## src/hdl/tcoc_pkg.sv

```systemverilog
// package: constants and types for the two-channel timer capture and output control
// Operation
// - capture trigger pulse must last longer than two count clock cycles
// - level set and level reset bits always read back as zero
// - one-shot trigger bit clears itself and reads as zero
// - internal oscillator count clock gives no guaranteed counter operation
// - inputs sampled by internal oscillator clock; external clock then unguaranteed
// - counter runs when operating-mode bits are not 0,0; 0,0 stops it
package tcoc_pkg;
  localparam int          NUM_CH        = 2;
  localparam int          CNT_W         = 16;
  localparam int          PRE_W         = 2;
  localparam int          STABLE_CNT    = 2;
  localparam logic [1:0]  MODE_STOP     = 2'h0;
  localparam logic [1:0]  MODE_CLR_MATCH = 2'h3;
  localparam logic [CNT_W-1:0] CNT_ZERO = 16'h0000;
  localparam logic [CNT_W-1:0] CNT_ONE  = 16'h0001;
  // prescaler select: divide by 2^(2*sel)
  localparam logic [7:0]  DIV_STEP      = 8'h02;

  typedef struct packed {
    logic capture_zero;   // compare register zero used as capture register
    logic rising_edge;    // capture on rising edge, else falling
  } tcoc_capcmp_t;

  typedef struct packed {
    logic match_one_out_enable;
    logic match_zero_out_enable;
    logic oneshot_enable;
    logic timer_out_enable;
  } tcoc_outctl_t;

  typedef struct packed {
    logic level_set;
    logic level_reset;
    logic oneshot_trigger;
  } tcoc_outcmd_t;
endpackage : tcoc_pkg

```

## src/hdl/tcoc_top.sv

```systemverilog
// module: two-channel capture/compare and output control for a 16-bit timer
`timescale 1ns/10ps
`default_nettype none
module tcoc_top #(
  parameter int NCH = tcoc_pkg::NUM_CH
) (
  input  wire logic                                 clk,
  input  wire logic                                 rst_n,
  input  wire logic [NCH-1:0][1:0]                  mode_ctrl,
  input  wire logic [NCH-1:0][tcoc_pkg::PRE_W-1:0]  prescale_sel,
  input  wire tcoc_pkg::tcoc_capcmp_t [NCH-1:0]     capcmp_ctrl,
  input  wire tcoc_pkg::tcoc_outctl_t [NCH-1:0]     out_ctrl,
  input  wire logic [NCH-1:0]                       out_cmd_wr,
  input  wire tcoc_pkg::tcoc_outcmd_t [NCH-1:0]     out_cmd,
  input  wire logic [NCH-1:0][tcoc_pkg::CNT_W-1:0]  compare_reg_one,
  input  wire logic [NCH-1:0]                       ext_input_a,
  output logic [NCH-1:0][tcoc_pkg::CNT_W-1:0]       counter,
  output logic [NCH-1:0][tcoc_pkg::CNT_W-1:0]       compare_reg_zero,
  output logic [NCH-1:0]                            capture_pulse,
  output logic [NCH-1:0]                            timer_out,
  output tcoc_pkg::tcoc_outcmd_t [NCH-1:0]          out_cmd_rd
);
  genvar g;
  generate
    for (g = 0; g < NCH; g++) begin : g_ch
      logic        sync1;
      logic        sync2;
      logic [7:0]  pdiv;
      logic        tick;
      logic        stable_lvl;
      logic [1:0]  stable_cnt;
      logic        run;
      logic        trig_pend;
      logic        match_one;
      logic        match_zero;
      logic        next_stable;

      assign run = (mode_ctrl[g] != tcoc_pkg::MODE_STOP);

      // two-flop synchroniser on the external input, sampled by the one clock
      always_ff @(posedge clk or negedge rst_n) begin
        if (!rst_n) begin
          sync1 <= 1'b0;
          sync2 <= 1'b0;
        end else begin
          sync1 <= ext_input_a[g];
          sync2 <= sync1;
        end
      end

      // prescaler divider: count clock enable pulse from the one clock
      always_ff @(posedge clk or negedge rst_n) begin
        if (!rst_n) begin
          pdiv <= 8'h00;
          tick <= 1'b0;
        end else begin
          pdiv <= pdiv + 8'h01;
          tick <= ((pdiv & ((8'h01 << (tcoc_pkg::DIV_STEP * prescale_sel[g])) - 8'h01))
                   == 8'h00);
        end
      end

      // level must hold for two count clocks before edge is accepted
      assign next_stable = (stable_cnt >= 2'(tcoc_pkg::STABLE_CNT - 1)) ? sync2 : stable_lvl;
      always_ff @(posedge clk or negedge rst_n) begin
        if (!rst_n) begin
          stable_cnt <= 2'h0;
          stable_lvl <= 1'b0;
          capture_pulse[g] <= 1'b0;
        end else begin
          capture_pulse[g] <= 1'b0;
          if (tick) begin
            if (sync2 == stable_lvl) begin
              stable_cnt <= 2'h0;
            end else if (stable_cnt >= 2'(tcoc_pkg::STABLE_CNT - 1)) begin
              stable_cnt <= 2'h0;
              stable_lvl <= sync2;
              capture_pulse[g] <= run && capcmp_ctrl[g].capture_zero &&
                                  (next_stable == capcmp_ctrl[g].rising_edge);
            end else begin
              stable_cnt <= stable_cnt + 2'h1;
            end
          end
        end
      end

      // counter and capture into compare register zero
      always_ff @(posedge clk or negedge rst_n) begin
        if (!rst_n) begin
          counter[g] <= tcoc_pkg::CNT_ZERO;
          compare_reg_zero[g] <= tcoc_pkg::CNT_ZERO;
        end else if (!run) begin
          counter[g] <= tcoc_pkg::CNT_ZERO;
        end else begin
          if (capture_pulse[g]) begin
            compare_reg_zero[g] <= counter[g];
          end
          if (tick) begin
            if (trig_pend || (mode_ctrl[g] == tcoc_pkg::MODE_CLR_MATCH && match_zero)) begin
              counter[g] <= tcoc_pkg::CNT_ZERO;
            end else begin
              counter[g] <= counter[g] + tcoc_pkg::CNT_ONE;
            end
          end
        end
      end

      assign match_one  = (counter[g] == compare_reg_one[g]);
      assign match_zero = (counter[g] == compare_reg_zero[g]);

      // one-shot trigger is a pulse held until the next count tick
      always_ff @(posedge clk or negedge rst_n) begin
        if (!rst_n) begin
          trig_pend <= 1'b0;
        end else if (out_cmd_wr[g] && out_cmd[g].oneshot_trigger &&
                     out_ctrl[g].oneshot_enable) begin
          trig_pend <= 1'b1;
        end else if (tick) begin
          trig_pend <= 1'b0;
        end
      end

      // output flip-flop: level set/reset commands and match toggles
      always_ff @(posedge clk or negedge rst_n) begin
        if (!rst_n) begin
          timer_out[g] <= 1'b0;
        end else if (!out_ctrl[g].timer_out_enable) begin
          timer_out[g] <= 1'b0;
        end else if (out_cmd_wr[g] && out_cmd[g].level_set) begin
          timer_out[g] <= 1'b1;
        end else if (out_cmd_wr[g] && out_cmd[g].level_reset) begin
          timer_out[g] <= 1'b0;
        end else if (run && tick && ((out_ctrl[g].match_one_out_enable && match_one) ||
                                     (out_ctrl[g].match_zero_out_enable && match_zero))) begin
          timer_out[g] <= ~timer_out[g];
        end
      end

      // command bits never read back as set
      always_ff @(posedge clk or negedge rst_n) begin
        if (!rst_n) begin
          out_cmd_rd[g] <= '0;
        end else begin
          out_cmd_rd[g] <= '0;
        end
      end
    end
  endgenerate
endmodule : tcoc_top
`default_nettype wire

```

## config.mk

```make
export PLATFORM = sky130hd
export DESIGN_NAME = tcoc_top
export DESIGN_NICKNAME = d
export VERILOG_FILES = /design/src/hdl/tcoc_pkg.sv /design/src/hdl/tcoc_top.sv
export SDC_FILE = /design/constraint.sdc
export NUM_CORES = 1
export LEC_CHECK = 0
export BUFFER_PORTS_ARGS = -buffer_cell sky130_fd_sc_hd__buf_2
export CAP_MARGIN = 40
export CORE_ASPECT_RATIO = 0.75
export CORE_MARGIN = 1.5
export CORE_UTILIZATION = 45
export DETAILED_ROUTE_END_ITERATION = 10
export GPL_TIMING_DRIVEN = 0
export MAX_ROUTING_LAYER = met4
export PLACE_DENSITY = 0.69
export SYNTH_ARGS = -nofsm -noshare
export SYNTH_HDL_FRONTEND = slang
export SYNTH_SLANG_ARGS = --single-unit
```

## constraint.sdc

```tcl
create_clock -name clk -period 6.1 [get_ports clk]
set_clock_uncertainty 0.2 [all_clocks]
set_input_delay 0.61 -clock clk [delete_from_list [all_inputs] [get_ports clk]]
set_output_delay 0.61 -clock clk [all_outputs]
set_load 0.02 [all_outputs]
```

==> results of run 1 <==
[path summary, 6_finish.rpt]
kind	startpoint	endpoint	depth (start not counted)
setup / recovery	counter[14]$_DFFE_PN0P_	counter[11]$_DFFE_PN0P_	9
hold / removal	rst_n	g_ch[1].pdiv[5]$_DFF_PN0_	1
setup reg to reg	counter[14]$_DFFE_PN0P_	counter[11]$_DFFE_PN0P_	9
hold reg to reg	g_ch[0].sync1$_DFF_PN0_	g_ch[0].sync2$_DFF_PN0_	0
max in group asynchronous	rst_n	timer_out[1]$_DFFE_PN0P_	2
min in group clk	g_ch[0].sync1$_DFF_PN0_	g_ch[0].sync2$_DFF_PN0_	0
[per-layer routing]
layer	vias up	share of wire, %	track usage [%]	wire [um]
met5	-	0	-	0
li1	2098	-	-	-
met4	0	1.8	7.01	244
met2	138	46	34.1	6150
met3	23	5.5	4.55	741
met1	2114	47	30.6	6240
[power by group through the flow]
stage          Sequential [W]  Clock, W  Combinational (W)
4_1_cts              0.000692  0.000581           0.000233
5_1_grt              0.000696  0.000607           0.000260
6_report             0.000693  0.000564           0.000232
2_1_floorplan        0.000706         0           0.000148
3_3_place_gp         0.000703         0           0.000217
3_5_place_dp         0.000705         0           0.000232
[stage by stage]
step | cells | hold WS [ps] | utilization (%) | instance area, um^2
after floorplan | 523 | 114 | - | 5480
after global placement | 816 | 134 | 54.2 | 6340
after detailed placement | 817 | 143 | 54.4 | 6370
after CTS | 833 | 64.5 | 57.0 | 6660
after global routing | 833 | 75.9 | 57.0 | 6660
final | 833 | 48.6 | 57.0 | 6660
[worst max-delay path, cell delays in order (launching register included)]
cell      delay (ps)
dfrtp_1          380
clkbuf_2         160
xnor2_1          250
nand4_1          140
nor4_2           430
a311oi_1         210
buf_4            220
buf_4            190
a21oi_1          120
a31oi_1           70
[sequential cells by signal, indices dropped and copies added, names as in the netlist]
signal / flops
capture_pulse: 2
compare_reg_zero: 32
counter: 32
g_ch.pdiv: 16
g_ch.stable_cnt: 4
g_ch.stable_lvl: 2
g_ch.sync1: 2
g_ch.sync2: 2
g_ch.tick: 2
g_ch.trig_pend: 2
timer_out: 2
[layout make-up]
cell class,count,area [um^2]
Multi-Input combinational cell,360,2620
Inverter,17,63.8
Sequential cell,98,2450
Clock inverter,4,51.3
Fill cell,1063,5030
Timing Repair Buffer,132,686
Tap cell,162,203
Buffer,48,340
Clock buffer,12,246
[cell usage in the layout (no fill, tap or decap), types with 10 or more instances in the layout]
master   count
mux2_2      33
buf_2      146
buf_6       10
xnor2_1     65
nand2_1     30
xor2_1      10
ha_1        10
inv_1       17
a31oi_1     15
nand4_1     17
nand3_1     25
a21oi_1     22
nor2_1      20
buf_4       14
o21ai_0     17
dfrtp_1     98
[kinds of logic (layout without fill, tap and decap cells)]
| group | Yosys count | count (layout) | synth area share [%] |
|---|---|---|---|
| muxes | 37 | 37 | 7.54 |
| buffers and inverters | 65 | 213 | 7.40 |
| and+or+nand+nor | 138 | 138 | 14.1 |
| other | 1 | 6 | 0.0687 |
| xor gates and xnor gates | 78 | 78 | 12.9 |
| DFF | 98 | 98 | 44.9 |
| adders and majority gates | 10 | 10 | 2.29 |
| AOI/OAI and AO/OA | 91 | 91 | 10.8 |
[synthesized netlist by cell type, types with 3 or more instances]
cell type | n | area share, %
dfrtp_1 | 98 | 45
xnor2_1 | 65 | 10
mux2_2 | 33 | 6.8
nand2_1 | 30 | 2.1
nand3_1 | 25 | 2.3
a21oi_1 | 22 | 2.0
nor2_1 | 20 | 1.4
inv_1 | 17 | 1.2
nand4_1 | 17 | 1.9
o21ai_0 | 17 | 1.6
buf_2 | 16 | 1.5
a31oi_1 | 15 | 1.7
buf_4 | 13 | 1.8
buf_6 | 10 | 2.1
ha_1 | 10 | 2.3
xor2_1 | 10 | 1.6
and3_1 | 8 | 0.92
a22o_1 | 7 | 1.1
nand2b_1 | 7 | 0.80
a21o_1 | 5 | 0.69
nor4_1 | 5 | 0.57
or2_2 | 5 | 0.57
clkbuf_2 | 4 | 0.37
mux2i_1 | 4 | 0.73
nor2b_1 | 4 | 0.46
o211ai_1 | 4 | 0.55
o22ai_1 | 4 | 0.46
a41oi_1 | 3 | 0.48
and4b_1 | 3 | 0.55
o21ai_1 | 3 | 0.27
xnor2_2 | 3 | 0.89
==> results.tsv, run 1 <==
stage	metric	value	unit
cts	Num CTS Buffers	9	
timing	Slew Viols, Final	0	
worst_setup_path	CP required	6090	ps
timing	worst setup margin	3550	ps
synthesis	cell count after synthesis	518	
grt	total track usage	22.6	%
die	die extent in x	130	um
power_and_ir_drop	Pleak	3.30	nW
worst_setup_path	nature of the critical path startpoint	flop	
placed_design	Post-DP HPWL	10400	um
cts	CTS Root Cell	clkbuf_16	
die	die footprint	12800	um^2
placed_design	GPL Wtd Cong	0.924	
power_and_ir_drop	pwr dens	223	nW/um^2
power_and_ir_drop	part of the power in the clock network	37.9	%
timing	Tcrit/Tclk final	41.8	%
grt	first-pass GRT wire length	21800	um
synthesis	#FFs+latches synth	98	
flow_run	Max-Cap Viols	0	
synthesis	Warnings, synthesis	0	
power_and_ir_drop	total power	0.00149	W
worst_setup_path	Crit. End Element	flop	
die	Starting Density	46.7	%
worst_setup_path	Crit Path Max Fanout	10	
synthesis	register area share after synthesis	44.9	%
layout	antenna cells	0	
grt	vias in the first global route	4381	
synthesis	library cells used by synthesis	51	
detailed_routing	Final ANT Viol Nets	0	
layout	Final #Nets	740	
detailed_routing	wire length per cell	16.1	um
cts	clk sinks	98	
hold_path	Worst Hold Class	input pin to asynchronous set/reset pin	
die	core area	11700	um^2
timing	f_max	393	MHz
timing	final worst path period need	2550	ps
layout	layout cells sized above 1	35.2	%
die	io pins	138	
cts	Post-CTS Hold Fix Bufs	0	
detailed_routing	vias per cell	5.25	
cts	CTS tree	built	
synthesis	Post-Syn Area	5460	um^2
detailed_routing	WL final	13400	um
power_and_ir_drop	Psw	0.000377	W
cts	clock insertion delay at the later pin of the skew report	340	ps
power_and_ir_drop	Logic pwr share	15.6	%
timing	Setup TNS Final	0	ps
cts	Clock Path Buffers	2	
placed_design	Placement Setup Slack	3410	ps
worst_setup_path	critical path class	flop to flop	
cts	H-tree Lvls	3	
power_and_ir_drop	Seq pwr share	46.5	%
timing	Least-Margin Pin Slew	850	ps
synthesis	EDFF count, synth	0	
synthesis	syn_area_per_cell	10.5	um^2
timing	final setup fails	0	
power_and_ir_drop	switch share	25.3	%
detailed_routing	drc violations	0	
detailed_routing	1st-pass router iterations	5	
worst_setup_path	flop2flop setup slack	3550	ps
grt	initial antenna violation count	0	
worst_setup_path	CP arrival	2540	ps
synthesis	Primary FF master, synth	dfrtp_1	
status	status	completed	
detailed_routing	Vias	4373	
die	Die Y	98.4	um
power_and_ir_drop	Pint	0.00111	W
power_and_ir_drop	VDD IR max	0.132	mV
layout	P&R area growth vs syn	22.1	%
timing	Rel. slew slack	43.0	%
grt	largest net degree at the start of global routing	60	
synthesis	share of flip-flops with an asynchronous set or reset	100	%
cts	Post-CTS Setup Inserts	0	
timing	Hold Violations, Final	0	
placed_design	Port Buffers	131	
cts	Reg clk slew, reported paths	70	ps
timing	RSZ-0062 raised after global routing	false	
die	std cell rows	34	
cts	CTS resizes	0	
grt	total gr overflow	0	
detailed_routing	DR iter-0 viols	211	
No activity file was read; power rests on OpenSTA's default activity.
==> run 2, diff against run 1 <==
--- a/config.mk
+++ b/config.mk
@@ -13,7 +13,7 @@
 export DETAILED_ROUTE_END_ITERATION = 10
 export GPL_TIMING_DRIVEN = 0
 export MAX_ROUTING_LAYER = met4
-export PLACE_DENSITY = 0.69
+export PLACE_DENSITY = 0.72
 export SYNTH_ARGS = -nofsm -noshare
 export SYNTH_HDL_FRONTEND = slang
 export SYNTH_SLANG_ARGS = --single-unit
==> constraint.sdc (replaced) <==
create_clock -name clk -period 2.3 [get_ports clk]
set_clock_uncertainty 0.2 [all_clocks]
set_input_delay 0.23 -clock clk [delete_from_list [all_inputs] [get_ports clk]]
set_output_delay 0.23 -clock clk [all_outputs]
set_load 0.02 [all_outputs]
==> results.tsv, run 2 (synthesized netlist as in run 1, its figures left out) <==
stage	metric	value	unit	change
grt	largest net degree at the start of global routing	58		-3.3%
cts	CTS Root Cell	clkbuf_16		
cts	Num CTS Buffers	9		unchanged
timing	Setup TNS Final	-10.4	ps	-10.4 ps
cts	H-tree Lvls	3		unchanged
worst_setup_path	CP arrival	2320	ps	-220 ps
worst_setup_path	Crit Path Max Fanout	7		-3
cts	clk sinks	98		unchanged
worst_setup_path	Crit path top cell by count	buf_6		
worst_setup_path	CP max stage cell	nor4_4		
timing	Tcrit/Tclk final	100	%	+59 points
worst_setup_path	crit-path max cell delay	420	ps	about the same
worst_setup_path	reg-to-reg startpoint	counter[8]$_DFFE_PN0P_		
grt	total gr overflow	0		unchanged
worst_setup_path	RR Endpoint	counter[0]$_DFFE_PN0P_		
placed_design	Post-DP Area	6370	um^2	unchanged
worst_setup_path	critical path class	flop to flop		
detailed_routing	Final ANT Viol Nets	0		unchanged
worst_setup_path	end of the critical path	counter[0]$_DFFE_PN0P_		
flow_run	Max-Cap Viols	0		unchanged
timing	Hold Violations, Final	0		unchanged
layout	Final #Nets	799		+8.0%
timing	f_max	433	MHz	+10%
layout	commonest non-fill, non-tap cells in the layout	135 x buf_2, 88 x dfrtp_1, 63 x buf_4		
layout	antenna cells	0		unchanged
timing	final worst path period need	2310	ps	-237 ps
status	failing checks	setup timing		
layout	final instance area	7530	um^2	+13%
die	io pins	138		unchanged
worst_setup_path	CP required	2310	ps	-3780 ps
layout	most common cell after layout, fill and taps aside	buf_2		
timing	Slew Viols, Final	0		unchanged
worst_setup_path	crit-path cells	buf_6 -> xnor2_2 -> nand4_1 -> nor4_4 -> a311oi_4 -> buf_6 -> buf_6 -> mux2_2		
detailed_routing	drc violations	0		unchanged
detailed_routing	1st-pass router iterations	5		unchanged
grt	total track usage	23.4	%	+0.81 points
detailed_routing	WL final	15200	um	+14%
timing	Least-Margin Pin Slew	866	ps	+16.8 ps
timing	worst setup margin	-10.4	ps	-3560 ps
die	Die Y	98.4	um	unchanged
detailed_routing	Vias	4788		+9.5%
power_and_ir_drop	total power	0.00407	W	+170%
layout	Top Registers	compare_reg_zero: 32 flops, counter: 32 flops, g_ch.pdiv: 16 flops		
layout	P&R area growth vs syn	38.0	%	
grt	initial antenna violation count	0		unchanged
placed_design	Post-DP HPWL	10300	um	-1.0%
timing	final setup fails	1		+1
power_and_ir_drop	Pleak	3.67	nW	+11%
cts	Clock Path Buffers	2		unchanged
timing	worst hold slack	23.8	ps	-24.9 ps
die	core area	11700	um^2	unchanged
status	status	finished with violations		
layout	layout cells sized above 1	45.8	%	+11 points
die	Starting Density	46.7	%	unchanged
placed_design	GPL Wtd Cong	0.913		-1.2%
grt	vias in the first global route	4480		+2.3%
worst_setup_path	Crit. End Element	flop		
detailed_routing	vias per cell	5.37		+2.2%
die	die extent in x	130	um	unchanged
power_and_ir_drop	VDD IR max	0.365	mV	+180%
timing	Rel. slew slack	41.8	%	-1.1 points
worst_setup_path	nature of the critical path startpoint	flop		
power_and_ir_drop	pwr dens	540	nW/um^2	+140%
placed_design	Port Buffers	131		unchanged
grt	first-pass GRT wire length	22600	um	+3.7%
cts	CTS tree	built		
die	die footprint	12800	um^2	unchanged
detailed_routing	wire length per cell	17.0	um	+6.2%
detailed_routing	DR iter-0 viols	290		+37%
die	std cell rows	34		unchanged
cts	clock insertion delay at the later pin of the skew report	330	ps	about the same
timing	RSZ-0062 raised after global routing	true		
worst_setup_path	flop2flop setup slack	-10	ps	-3560 ps
layout	Fillers	962		-9.5%
worst_setup_path	CP startpoint	counter[8]$_DFFE_PN0P_		
cts	Reg clk slew, reported paths	70	ps	about the same
hold_path	Worst Hold Class	input pin to flop		
worst_setup_path	worst-case reg-to-reg path depth	8		-1
run 2: cell types whose count changed in the layout (fill, tap and decap cells not counted), sizes merged:
cell / change
clkinvlp: -1
clkbuf: -5
clkinv: +2
dlygate4sd3: +11
inv: +2
buf: +50
run 2: through the flow:
step           utilization [%]  setup slack, ps  std cells
2_1_floorplan                -              134        523
3_3_place_gp              54.2             -215        816
3_5_place_dp              54.4             -166        817
4_1_cts                   59.5            -47.6        848
5_1_grt                   64.4            -63.5        892
6_report                  64.4            -10.4        892
run 2: area by class of cell:
cell class | count | area (um^2) | share of cell area [%]
multi-input combinational | 360 | 2900 | 38.5
sequential | 98 | 2460 | 32.7
timing repair buffer | 201 | 1250 | 16.6
buffer | 38 | 359 | 4.77
clock buffer | 9 | 225 | 2.99
tap | 162 | 203 | 2.69
clock inverter | 7 | 67.6 | 0.897
inverter | 17 | 63.8 | 0.847
run 2: where the power goes:
group / internal, W / switching (W) / total (W)
Sequential: 0.00179 / 0.0000457 / 0.00184
Clock: 0.000844 / 0.000654 / 0.00150
Combinational: 0.000350 / 0.000379 / 0.000730
run 2: how the worst min path moves through the flow:
stage | startpoint | end | slack [ps] | cells past startpoint
after floorplan | rst_n | capture_pulse[0]$_DFF_PN0_ | -270 | 0
after CTS | capcmp_ctrl[2] | capture_pulse[1]$_DFF_PN0_ | 5 | 3
after detailed placement | rst_n | g_ch[1].pdiv[7]$_DFF_PN0_ | 80 | 1
after global routing | capcmp_ctrl[2] | capture_pulse[1]$_DFF_PN0_ | 40 | 3
after global placement | g_ch[0].sync1$_DFF_PN0_ | g_ch[0].sync2$_DFF_PN0_ | 130 | 0
final | capcmp_ctrl[2] | capture_pulse[1]$_DFF_PN0_ | 20 | 3
run 2: routing by layer:
layer	global-route usage, %	part of all wire [%]	vias up
li1	-	-	2224
met1	33.0	44	2367
met2	34.5	48	175
met3	4.33	6.0	22
met4	6.58	1.5	0
met5	-	0	-
run 2: critical path: cells and delay by family (launching register included):
kind                      cells  cell delay, ps
AOI/OAI and AO/OA             1             180
buffers and inverters         3             460
and+or+nand+nor               2             560
xor gates and xnor gates      1             130
muxes                         1             250
DFF                           1             400
run 2: repair_timing:
action                     CTS  global route
setup endpoints to repair   20            34
hold buffers                11             0
gates resized for setup     33            48
pin swaps                   10            29
buffers inserted            10            44
hold endpoints to repair    49             0
cloned                       2             2
